===== src/rtl/lite_timer_pkg.sv =====
// Purpose: Shared constants for the dual timebase capture timer
// Assumes: Byte-wide registers on a plain strobe port, clk is the oscillator
// Notes:   Offsets are byte addresses on the register port
package lite_timer_pkg;

    // Register offsets
    localparam logic [7:0] ADDR_TIMEBASE2_CTRL_STATUS = 8'h08;
    localparam logic [7:0] ADDR_RELOAD_VALUE          = 8'h09;
    localparam logic [7:0] ADDR_TIMEBASE2_COUNT       = 8'h0A;
    localparam logic [7:0] ADDR_TIMER_CTRL_STATUS     = 8'h0B;
    localparam logic [7:0] ADDR_CAPTURE_VALUE         = 8'h0C;
    localparam logic [7:0] ADDR_IRQ_STATUS            = 8'h0D;
    localparam logic [7:0] ADDR_IRQ_MASK              = 8'h0E;

    // Field positions in timer_ctrl_status
    localparam int BIT_CAPTURE_IRQ_ENABLE    = 7;
    localparam int BIT_CAPTURE_FLAG          = 6;
    localparam int BIT_PERIOD_SELECT         = 5;
    localparam int BIT_FIRST_BASE_IRQ_ENABLE = 4;
    localparam int BIT_FIRST_BASE_FLAG       = 3;

    // Field positions in timebase2_ctrl_status
    localparam int BIT_SECOND_BASE_IRQ_ENABLE = 1;
    localparam int BIT_SECOND_BASE_FLAG       = 0;

    // Field positions in irq_status and irq_mask
    localparam int BIT_EV_FIRST_BASE  = 0;
    localparam int BIT_EV_SECOND_BASE = 1;
    localparam int BIT_EV_CAPTURE     = 2;

    // Reset values
    localparam logic [7:0] RST_COUNT    = 8'h00;
    localparam logic [7:0] RST_RELOAD   = 8'h00;
    localparam logic [7:0] RST_CAPTURE  = 8'h00;
    localparam logic [4:0] RST_PRESCALE = 5'h00;
    localparam logic [2:0] RST_EVENTS   = 3'h0;

    // Timing: counters step once per OSC_DIV oscillator periods
    localparam int         OSC_DIV           = 32;
    localparam int         PERIOD_SHORT_OSC  = 8000;
    localparam int         PERIOD_LONG_OSC   = 16000;
    localparam logic [4:0] PRESCALE_TOP      = 5'(OSC_DIV - 1);
    localparam logic [7:0] FIRST_TOP         = 8'(PERIOD_SHORT_OSC / OSC_DIV - 1);
    localparam logic [7:0] SECOND_TOP        = 8'hFF;
    localparam int         LONG_WRAPS        = PERIOD_LONG_OSC / PERIOD_SHORT_OSC;

endpackage


===== src/rtl/timebase_if.sv =====
// Purpose: Carrier between register logic and the timebase counters
// Assumes: Single clock domain
// Notes:   Events are one-cycle pulses
`timescale 1ns/1ps
`default_nettype none
interface timebase_if;
    logic       run;
    logic       period_select;
    logic [7:0] reload;
    logic [7:0] count1;
    logic [7:0] count2;
    logic       tb1_event;
    logic       tb2_event;

    modport core (input run, input period_select, input reload,
                  output count1, output count2, output tb1_event, output tb2_event);
    modport ctrl (output run, output period_select, output reload,
                  input count1, input count2, input tb1_event, input tb2_event);
endinterface
`default_nettype wire


===== src/rtl/timebase_counters.sv =====
// Purpose: Prescaler, fixed-period counter and autoreload counter
// Assumes: clk is the oscillator, run low freezes everything
// Notes:   Long period is made by flagging every second wrap
`timescale 1ns/1ps
`default_nettype none
module timebase_counters
    import lite_timer_pkg::*;
(
    // Clock and reset
    input  wire logic clk,
    input  wire logic rst_n,
    // Counter side of the carrier
    timebase_if.core  tb
);

    logic [4:0] prescale_q, prescale_d;
    logic [7:0] count1_q,   count1_d;
    logic [7:0] count2_q,   count2_d;
    logic       half_q,     half_d;
    logic       tick;
    logic       wrap1;
    logic       wrap2;

    // Next values of all counters
    always_comb begin
        tick       = tb.run && (prescale_q == PRESCALE_TOP);
        wrap1      = tick && (count1_q == FIRST_TOP);
        wrap2      = tick && (count2_q == SECOND_TOP);
        prescale_d = prescale_q;
        count1_d   = count1_q;
        count2_d   = count2_q;
        half_d     = half_q;
        if (tb.run) begin
            prescale_d = (prescale_q == PRESCALE_TOP) ? RST_PRESCALE : prescale_q + 5'h01;
        end
        if (tick) begin
            count1_d = wrap1 ? RST_COUNT : count1_q + 8'h01;
            count2_d = wrap2 ? tb.reload : count2_q + 8'h01;
        end
        if (wrap1) begin
            half_d = ~half_q;
        end
    end

    // Counter registers
    always_ff @(posedge clk or negedge rst_n) begin
        if (!rst_n) begin
            prescale_q <= RST_PRESCALE;
            count1_q   <= RST_COUNT;
            count2_q   <= RST_COUNT;
            half_q     <= 1'b0;
        end else begin
            prescale_q <= prescale_d;
            count1_q   <= count1_d;
            count2_q   <= count2_d;
            half_q     <= half_d;
        end
    end

    // Period select: every wrap, or every second wrap
    assign tb.tb1_event = wrap1 && (!tb.period_select || half_q);
    assign tb.tb2_event = wrap2;
    assign tb.count1    = count1_q;
    assign tb.count2    = count2_q;

endmodule
`default_nettype wire


===== src/rtl/lite_timer.sv =====
// Purpose: Dual timebase timer with input capture and register port
// Assumes: Register strobes are one cycle, read data follow one cycle later
// Notes:   Capture pin is asynchronous and is synchronised here
//
// Overview of operation
// Second counter is readable, not writable, zero after reset.
// Second counter reloads from the reload register on overflow.
// Capture flag sets on capture, clears only on reading the capture value.
// Writing the capture flag bit leaves it unchanged.
// Software reads capture value once after reset to clear the flag.
// Period select gives 8000 or 16000 oscillator periods per timebase.
// First timebase enable gates its interrupt, freely read and written.
// First flag sets on overflow, clears on reading its control register.
// Writing the first flag bit has no effect.
// Capture enable gates the capture interrupt, set and cleared by software.
// Pin edge latches first counter when capture flag clear; else blocked.
// Capture value is read-only and zero after reset.
// Low three control bits are kept clear by software and read zero.
// First counter runs at oscillator over 32, wraps F9h to 00h.
// Second counter runs at oscillator over 32, wraps FFh to reload.
// Second flag sets on overflow, cleared by reading its register.
// Halt stops both counters; slow and wait do not.
// Each request is high while its flag and enable are both set.
//
// Implementation choice: the address-and-strobe port.
`timescale 1ns/1ps
`default_nettype none
module lite_timer
    import lite_timer_pkg::*;
(
    // Clock and reset
    input  wire logic       clk,
    input  wire logic       rst_n,
    // Register port
    input  wire logic [7:0] addr,
    input  wire logic [7:0] wdata,
    input  wire logic       wr,
    input  wire logic       rd,
    output logic      [7:0] rdata,
    // Pins and power mode
    input  wire logic       capture_input_pin,
    input  wire logic       halt_mode,
    // Interrupts
    output logic            first_base_irq,
    output logic            second_base_irq,
    output logic            capture_irq,
    output logic            irq
);

    timebase_if tb ();

    // Control and status state
    logic       capture_irq_enable_q,     capture_irq_enable_d;
    logic       capture_flag_q,           capture_flag_d;
    logic       period_select_q,          period_select_d;
    logic       first_base_irq_enable_q,  first_base_irq_enable_d;
    logic       first_base_flag_q,        first_base_flag_d;
    logic       second_base_irq_enable_q, second_base_irq_enable_d;
    logic       second_base_flag_q,       second_base_flag_d;
    logic [7:0] reload_q,                 reload_d;
    logic [7:0] captured_q,               captured_d;
    logic [2:0] irq_status_q,             irq_status_d;
    logic [2:0] irq_mask_q,               irq_mask_d;
    logic [7:0] rdata_q,                  rdata_d;

    // Pin synchroniser and edge history
    logic       pin_meta_q;
    logic       pin_sync_q;
    logic       pin_prev_q;

    logic       capture;
    logic [2:0] events;
    logic [7:0] ctrl1_view;
    logic [7:0] ctrl2_view;

    // Register hit on a strobe
    function automatic logic hit(input logic strobe, input logic [7:0] a, input logic [7:0] target);
        hit = strobe && (a == target);
    endfunction

    // Counters
    timebase_counters u_counters (
        .clk   (clk),
        .rst_n (rst_n),
        .tb    (tb.core)
    );

    // Carrier drive
    assign tb.run           = !halt_mode;
    assign tb.period_select = period_select_q;
    assign tb.reload        = reload_q;

    // Register views, reserved bits zero
    assign ctrl1_view = {capture_irq_enable_q, capture_flag_q, period_select_q,
                         first_base_irq_enable_q, first_base_flag_q, 3'h0};
    assign ctrl2_view = {6'h00, second_base_irq_enable_q, second_base_flag_q};

    // Capture only on a synchronised edge with flag clear
    assign capture = (pin_sync_q ^ pin_prev_q) && !capture_flag_q;
    assign events  = {capture, tb.tb2_event, tb.tb1_event};

    // Next values of control, flags and read data
    always_comb begin
        capture_irq_enable_d     = capture_irq_enable_q;
        period_select_d          = period_select_q;
        first_base_irq_enable_d  = first_base_irq_enable_q;
        second_base_irq_enable_d = second_base_irq_enable_q;
        reload_d                 = reload_q;
        irq_mask_d               = irq_mask_q;
        captured_d               = captured_q;
        rdata_d                  = 8'h00;

        // Writable fields; flag bits are not written
        if (hit(wr, addr, ADDR_TIMER_CTRL_STATUS)) begin
            capture_irq_enable_d    = wdata[BIT_CAPTURE_IRQ_ENABLE];
            period_select_d         = wdata[BIT_PERIOD_SELECT];
            first_base_irq_enable_d = wdata[BIT_FIRST_BASE_IRQ_ENABLE];
        end
        if (hit(wr, addr, ADDR_TIMEBASE2_CTRL_STATUS)) begin
            second_base_irq_enable_d = wdata[BIT_SECOND_BASE_IRQ_ENABLE];
        end
        if (hit(wr, addr, ADDR_RELOAD_VALUE)) begin
            reload_d = wdata;
        end
        if (hit(wr, addr, ADDR_IRQ_MASK)) begin
            irq_mask_d = wdata[2:0];
        end

        // Latch first counter on capture
        if (capture) begin
            captured_d = tb.count1;
        end

        // Flags: set wins over the clearing read
        capture_flag_d = capture ? 1'b1 :
                         (hit(rd, addr, ADDR_CAPTURE_VALUE) ? 1'b0 : capture_flag_q);
        first_base_flag_d = tb.tb1_event ? 1'b1 :
                            (hit(rd, addr, ADDR_TIMER_CTRL_STATUS) ? 1'b0 : first_base_flag_q);
        second_base_flag_d = tb.tb2_event ? 1'b1 :
                             (hit(rd, addr, ADDR_TIMEBASE2_CTRL_STATUS) ? 1'b0 : second_base_flag_q);

        // Sticky event status, write one to clear, set wins
        irq_status_d = (irq_status_q & ~(hit(wr, addr, ADDR_IRQ_STATUS) ? wdata[2:0] : 3'h0)) | events;

        // Read mux, unmapped reads zero
        if (rd) begin
            case (addr)
                ADDR_TIMEBASE2_CTRL_STATUS: rdata_d = ctrl2_view;
                ADDR_RELOAD_VALUE:          rdata_d = reload_q;
                ADDR_TIMEBASE2_COUNT:       rdata_d = tb.count2;
                ADDR_TIMER_CTRL_STATUS:     rdata_d = ctrl1_view;
                ADDR_CAPTURE_VALUE:         rdata_d = captured_q;
                ADDR_IRQ_STATUS:            rdata_d = {5'h00, irq_status_q};
                ADDR_IRQ_MASK:              rdata_d = {5'h00, irq_mask_q};
                default:                    rdata_d = 8'h00;
            endcase
        end
    end

    // Control and status registers
    always_ff @(posedge clk or negedge rst_n) begin
        if (!rst_n) begin
            capture_irq_enable_q     <= 1'b0;
            capture_flag_q           <= 1'b0;
            period_select_q          <= 1'b0;
            first_base_irq_enable_q  <= 1'b0;
            first_base_flag_q        <= 1'b0;
            second_base_irq_enable_q <= 1'b0;
            second_base_flag_q       <= 1'b0;
            reload_q                 <= RST_RELOAD;
            captured_q               <= RST_CAPTURE;
            irq_status_q             <= RST_EVENTS;
            irq_mask_q               <= RST_EVENTS;
            rdata_q                  <= 8'h00;
        end else begin
            capture_irq_enable_q     <= capture_irq_enable_d;
            capture_flag_q           <= capture_flag_d;
            period_select_q          <= period_select_d;
            first_base_irq_enable_q  <= first_base_irq_enable_d;
            first_base_flag_q        <= first_base_flag_d;
            second_base_irq_enable_q <= second_base_irq_enable_d;
            second_base_flag_q       <= second_base_flag_d;
            reload_q                 <= reload_d;
            captured_q               <= captured_d;
            irq_status_q             <= irq_status_d;
            irq_mask_q               <= irq_mask_d;
            rdata_q                  <= rdata_d;
        end
    end

    // Two-stage synchroniser, then edge history
    always_ff @(posedge clk or negedge rst_n) begin
        if (!rst_n) begin
            pin_meta_q <= 1'b0;
            pin_sync_q <= 1'b0;
            pin_prev_q <= 1'b0;
        end else begin
            pin_meta_q <= capture_input_pin;
            pin_sync_q <= pin_meta_q;
            pin_prev_q <= pin_sync_q;
        end
    end

    // Outputs
    assign rdata           = rdata_q;
    assign first_base_irq  = first_base_flag_q && first_base_irq_enable_q;
    assign second_base_irq = second_base_flag_q && second_base_irq_enable_q;
    assign capture_irq     = capture_flag_q && capture_irq_enable_q;
    assign irq             = |(irq_status_q & irq_mask_q);

endmodule
`default_nettype wire


===== config.mk =====
export PLATFORM = sky130hd
export DESIGN_NAME = lite_timer
export DESIGN_NICKNAME = d
export VERILOG_FILES = /design/src/rtl/lite_timer_pkg.sv /design/src/rtl/timebase_if.sv /design/src/rtl/timebase_counters.sv /design/src/rtl/lite_timer.sv
export SDC_FILE = /design/constraint.sdc
export NUM_CORES = 1
export LEC_CHECK = 0
export BUFFER_PORTS_ARGS = -buffer_cell sky130_fd_sc_hd__clkbuf_2
export CORE_ASPECT_RATIO = 1.4
export CORE_UTILIZATION = 45
export DETAILED_ROUTE_END_ITERATION = 8
export PLACE_DENSITY_LB_ADDON = 0.05
export SYNTH_ARGS = -nofsm -noshare
export SYNTH_HDL_FRONTEND = slang
export SYNTH_SLANG_ARGS = --single-unit

===== constraint.sdc =====
create_clock -name clk -period 1.99 [get_ports clk]
set_input_delay 0.199 -clock clk [delete_from_list [all_inputs] [get_ports clk]]
set_output_delay 0.199 -clock clk [all_outputs]
set_load 0.005 [all_outputs]

## Word-level counts from Yosys, hierarchy flattened

Cells that the tools add are included.

| word-level totals | value |
|---|---|
| memories kept | 0 |
| bits in latches | 0 |
| flip-flop bits (word level) | 62 |
| input bits | 22 |
| bits in writable memories | 0 |
| ROM bits | 0 |

| cells by class | value |
|---|---|
| reduce and logical (&&, ||, !) cells | 24 |
| add/subtract/negate cells | 3 |
| shift operators | 0 |
| divide/modulo/power cells | 0 |
| bitwise operators | 6 |
| multiplexer cells | 12 |
| $mul | 0 |
| magnitude comparators | 0 |
| equal/unequal tests | 10 |

Operators with widths:

| kind | count |
|---|---|
| $eq A8 B4 Y1 const B | 7 |
| $pmux W8 S7 | 1 |
| $mux W8 | 3 |
| $add A8 B1 Y8 const B | 2 |
| $eq A8 B8 Y1 const B | 2 |
| $logic_and A1 B1 Y1 | 16 |
| $and A3 B3 Y3 | 2 |
| $mux W1 | 6 |
| $reduce_bool A2 Y1 | 3 |
| $add A5 B1 Y5 const B | 1 |
| $eq A5 B5 Y1 const B | 1 |
| $mux W5 | 1 |
| $logic_not A1 Y1 | 3 |
| $mux W3 | 1 |
| $not A3 Y3 | 1 |
| $or A3 B3 Y3 | 1 |
| $reduce_or A3 Y1 | 1 |
| $logic_or A1 B1 Y1 | 1 |
| $not A1 Y1 | 1 |
| $xor A1 B1 Y1 | 1 |

## Depth between registers and ports, before layout

| depth | value |
|---|---|
| depth in word-level cells | 6 |
| mapped depth | 8 |
| gate-level depth less buffers | 7 |

## Modules after synthesis

Synthesis repeated with hierarchy kept, for this count alone.

| unflattened totals | value |
|---|---|
| cells, all modules | 273 |
| area total of the unflattened synthesis | 3108.0 sq um |

By module, submodules not included:

| module | seq. area each (sq um) | area an instance (sq um) | times used | cells each |
|---|---|---|---|---|
| lite_timer | 1001.0 | 1878.1 | 1 | 155 |
| timebase_counters | 550.5 | 1229.9 | 1 | 118 |

## Worst setup path before layout

No wires, ideal clock.

| timing | value |
|---|---|
| path type | reg-to-reg |
| start point | reg u_counters.prescale_q[0] |
| end point | reg u_counters.count2_q[1], in the netlist u_counters.tb.count2[1] |
| period minus slack after synthesis | 1.909 ns |
| slack | 0.081 ns |
| setup time | 0.137 ns |
| buffers on the path | 1 |
| arrival | 1.773 ns |
| cell stages (with the launch flop) | 9 |
| path through | dfrtp_1 > ha_1 > and3_1 > ha_1 > nand2b_4 > buf_6 > nor4_4 > mux2i_1 > a21oi_1 |

| between the ends | value |
|---|---|
| word-level cells in the longest chain between the ends | 4 |

Ends and longest elaborated chain:

| item | RTL line | source |
|---|---|---|
| from (decl) | timebase_counters.sv:16 | `logic [4:0] prescale_q, prescale_d;` |
| from (signal assigned) | timebase_counters.sv:53 | `prescale_q <= prescale_d;` |
| $eq A5 B5 Y1 * | timebase_counters.sv:26 | `tick = tb.run && (prescale_q == PRESCALE_TOP);` |
| $logic_and A1 B1 Y1 * | timebase_counters.sv:26 |  |
| $logic_and A1 B1 Y1 | timebase_counters.sv:28 | `wrap2 = tick && (count2_q == SECOND_TOP);` |
| $mux W8 | timebase_counters.sv:38 | `count2_d = wrap2 ? tb.reload : count2_q + 8'h01;` |
| to (signal assigned) | timebase_counters.sv:55 | `count2_q <= count2_d;` |
| to (decl) | timebase_counters.sv:18 | `logic [7:0] count2_q, count2_d;` |

Mark *: on every way between the ends. The rest lies on a longest branch, timed or not.
A chain may end at the register's enable or synchronous reset.

## Worst setup path after layout

| timing | value |
|---|---|
| start point | reg u_counters.prescale_q[0] |
| end point | reg u_counters.count1_q[2], in the netlist u_counters.tb.count1[2] |

| between the ends | value |
|---|---|
| word-level cells in the longest chain between the ends | 4 |

Ends and longest elaborated chain:

| item | RTL line | source |
|---|---|---|
| $eq A5 B5 Y1 * | timebase_counters.sv:26 |  |
| $logic_and A1 B1 Y1 * | timebase_counters.sv:26 |  |
| $logic_and A1 B1 Y1 | timebase_counters.sv:27 | `wrap1 = tick && (count1_q == FIRST_TOP);` |
| $mux W8 | timebase_counters.sv:37 | `count1_d = wrap1 ? RST_COUNT : count1_q + 8'h01;` |
| to (signal assigned) | timebase_counters.sv:54 | `count1_q <= count1_d;` |
| to (decl) | timebase_counters.sv:17 | `logic [7:0] count1_q, count1_d;` |

Marked as above.

==> metrics <==
PD cells approximately 890 mW/mm^2; CP Data Arrival Time a little over 2 ns; Die Span X a little over 70 um; total routed wirelength between 6000 and 7000 um; detailed router's first-iteration violation count around 110; CTS clk-pin slew, worst paths about 0.070 ns; Unique masters post-synth 43; Seq/Total Area, Yosys 0.515; Slew Viols, Final 0; post-detail-place hpwl approximately 5000 um; Async SR Flop Fraction 1.00; share of the synthesized area in the top cell type 0.515; VDD IR max between 0.4 and 0.5 mV; CP peak stage delay between 0.4 and 0.5 ns; Setup Skew roughly 0.0047 ns; most common library cells after synthesis 62 x dfrtp_1, 29 x mux2_2, 17 x nor2_1, 16 x nand2_1, 15 x o21ai_0; Core ar. between 0.006 and 0.007 sq mm; CP max-delay cell dfrtp_1; worst slew pin tran around 0.46 ns; violated checks DRC; initial antenna violation count 0; yosys warns 0; grt ovf 0; CP Max Fanout 5; fin area 0.00356 sq mm; Final TNS setup 0 ns; placed cells approximately 370; count leader, synth dfrtp_1; setup ws final between 0.15 and 0.2 ns; vias in the first global route 2210; Yosys reg bits 62; initial core utilization 0.475; via count about 2200; largest net degree at the start of global routing 63; CTS tree yes; antenna viol nets, final 0; critical path startpoint u_counters.prescale_q[0]; Fill cells 564; routed length per instance 17.5 um; max_slew headroom 0.695; via/cell ratio about 5.7; crit path launch type flip-flop; syn_area_per_cell ~11 sq um; CP Class flip-flop to flip-flop; CP delay by family, top simple AND/OR/NAND/NOR gates; top post-synthesis cells by area dfrtp_1 52%, mux2_2 11%, o21ai_0 2.5%, o2bb2ai_1 2.3%, a21oi_1 2.2%; worst-path cell chain ha_1 -> and3_1 -> ha_1 -> and2b_2 -> buf_4 -> nand2_1 -> xor2_1 -> nor2_1; clock root buffer clkbuf_8; status finished, violations left; worst path bufs/invs 1; Antenna diodes 0; EDFF count, synth 0; cts bufs inserted 9; Tcrit/Tclk final 0.919; first-pass GRT wire length 11400 um; Area Overhead vs Synth 18.2%; Mapped Cells around 270; Die ar. roughly 0.0070 sq mm; Min Clock Period, post-route 1.83 ns; fmax 0.547 GHz; dpl cell area 0.00330 sq mm; DRC 8; crit end category flip-flop; cell taking the most area after synthesis dfrtp_1; row cnt 34; unrepaired setup endpoints after global routing no; FF-to-FF Start u_counters.prescale_q[0]; H-tree depth 3; hold path start wdata[6]; CTS Buffer Depth 2; r2r setup slk roughly 0.16 ns; LEAKAGE approximately 1.7 nW; clk_lat worst skew 0.33 ns; die span in y 98.8 um; Req. time, crit path between 2 and 2.5 ns; GR Util All Layers 0.218; NumNets Final 341; most frequent CP cell ha_1; post-synth net total about 300; final hold vios 0; First-pass DRT Iterations 8; I/O pin total 34; IO Port Bufs 33; min-delay worst type primary input to flip-flop; Max Cap Viol 0; Setup WS pre-CTS around 0.13 ns; ys flop type dfrtp_1; mapped cell area between 0.003 and 0.004 sq mm; Finished Layout Cells 390; endpoints failing setup 0; RD Place Congestion around 0.84; final cell utilization of the core 0.561; ratio of cells with drive above 1 in the final layout 0.311; clock sinks 62
-- cell usage in the layout (no fill, tap or decap), types with 2 or more instances in the layout --
cell,instances
nand4_1,8
mux4_2,2
o2bb2ai_1,8
clkbuf_2,33
a21o_1,4
a22o_1,2
clkbuf_8,11
buf_4,12
mux2i_1,6
xnor2_1,2
ha_1,5
nor2b_1,3
dlygate4sd3_1,2
and3b_1,2
nor2_1,17
a31oi_1,3
bufinv_16,2
o21ai_0,15
or3_1,4
and2_1,3
a21oi_1,13
a22oi_1,8
nor3_1,3
nor4_4,2
and3_1,7
dfrtp_1,62
mux2_2,29
nand3_1,10
nand2_1,15
inv_1,8
-- worst reg2reg max path, cell delays in order (launching register included) --
cell and delay [ns]:
dfrtp_1 0.41, ha_1 0.21, and3_1 0.18, ha_1 0.23, and2b_2 0.25, buf_4 0.16
nand2_1 0.07, xor2_1 0.15, nor2_1 0.06
-- through the flow --
step                power [mW]  hold WS, ns
finish                    3.16       0.0954
global route              3.31       0.0972
CTS                       3.19       0.0821
floorplan                 1.77      -0.0966
global placement          1.93        0.243
detailed placement        1.94        0.238
-- layer usage --
metal / share of wire / up-vias / track usage
met5: 0 / - / 0
met4: 0.021 / 0 / 0.111
met3: 0.024 / 13 / 0.0317
met2: 0.51 / 38 / 0.349
met1: 0.44 / 1110 / 0.287
li1: - / 1080 / -
-- area by class of cell --
type	instances	area [sq um]	share of cell area
multi-input cells	185	1370	0.385
clock inverters	3	67.6	0.0190
flip-flops and latches	62	1550	0.436
clock buffers	12	155	0.0436
well taps	72	90.1	0.0253
inverters	8	30.0	0.00844
repair buffers	48	295	0.0830
-- path summary, 6_finish.rpt --
kind                                                end  cells past startpoint
worst max-delay path            u_counters.tb.count1[2]                      8
worst min-delay path                        reload_q[6]                      2
worst max register to register  u_counters.tb.count1[2]                      8
worst min register to register               pin_sync_q                      0
max in group asynchronous       u_counters.tb.count2[7]                      3
min in group asynchronous             first_base_flag_q                      3
-- power by group --
group,switching [mW],leakage [nW],internal (mW)
Combinational,0.190,0.765,0.199
Sequential,0.134,0.796,1.39
Clock,0.474,0.109,0.767
-- registers in the layout, summed over array words and instances (netlist names) --
register	cells
rdata	8
pin_prev_q	1
second_base_flag_q	1
first_base_irq_enable_q	1
first_base_flag_q	1
u_counters.tb.count1	8
pin_meta_q	1
period_select_q	1
captured_q	8
capture_flag_q	1
u_counters.tb.count2	8
pin_sync_q	1
irq_status_q	3
capture_irq_enable_q	1
u_counters.prescale_q	5
reload_q	8
irq_mask_q	3
second_base_irq_enable_q	1
u_counters.half_q	1
-- repair_timing --
item / 4_1_cts / 5_1_grt
endpoints found under the hold margin: 63 / 0
endpoints found under the setup margin: 0 / 7
hold buffers: 2 / 0
resized for setup: 0 / 2
buffers inserted: 0 / 1
-- cell families (layout without fill, tap and decap cells) --
logic type,after synthesis,after routing,synth area share
xor gates and xnor gates,3,3,0.00873
adders and majority gates,5,5,0.0208
DFF,62,62,0.515
and+or+nand+nor,81,81,0.152
muxes,37,37,0.143
AOI/OAI and AO/OA,59,59,0.128
buffers and inverters,19,71,0.0316
(Power assumes the default switching activity.)
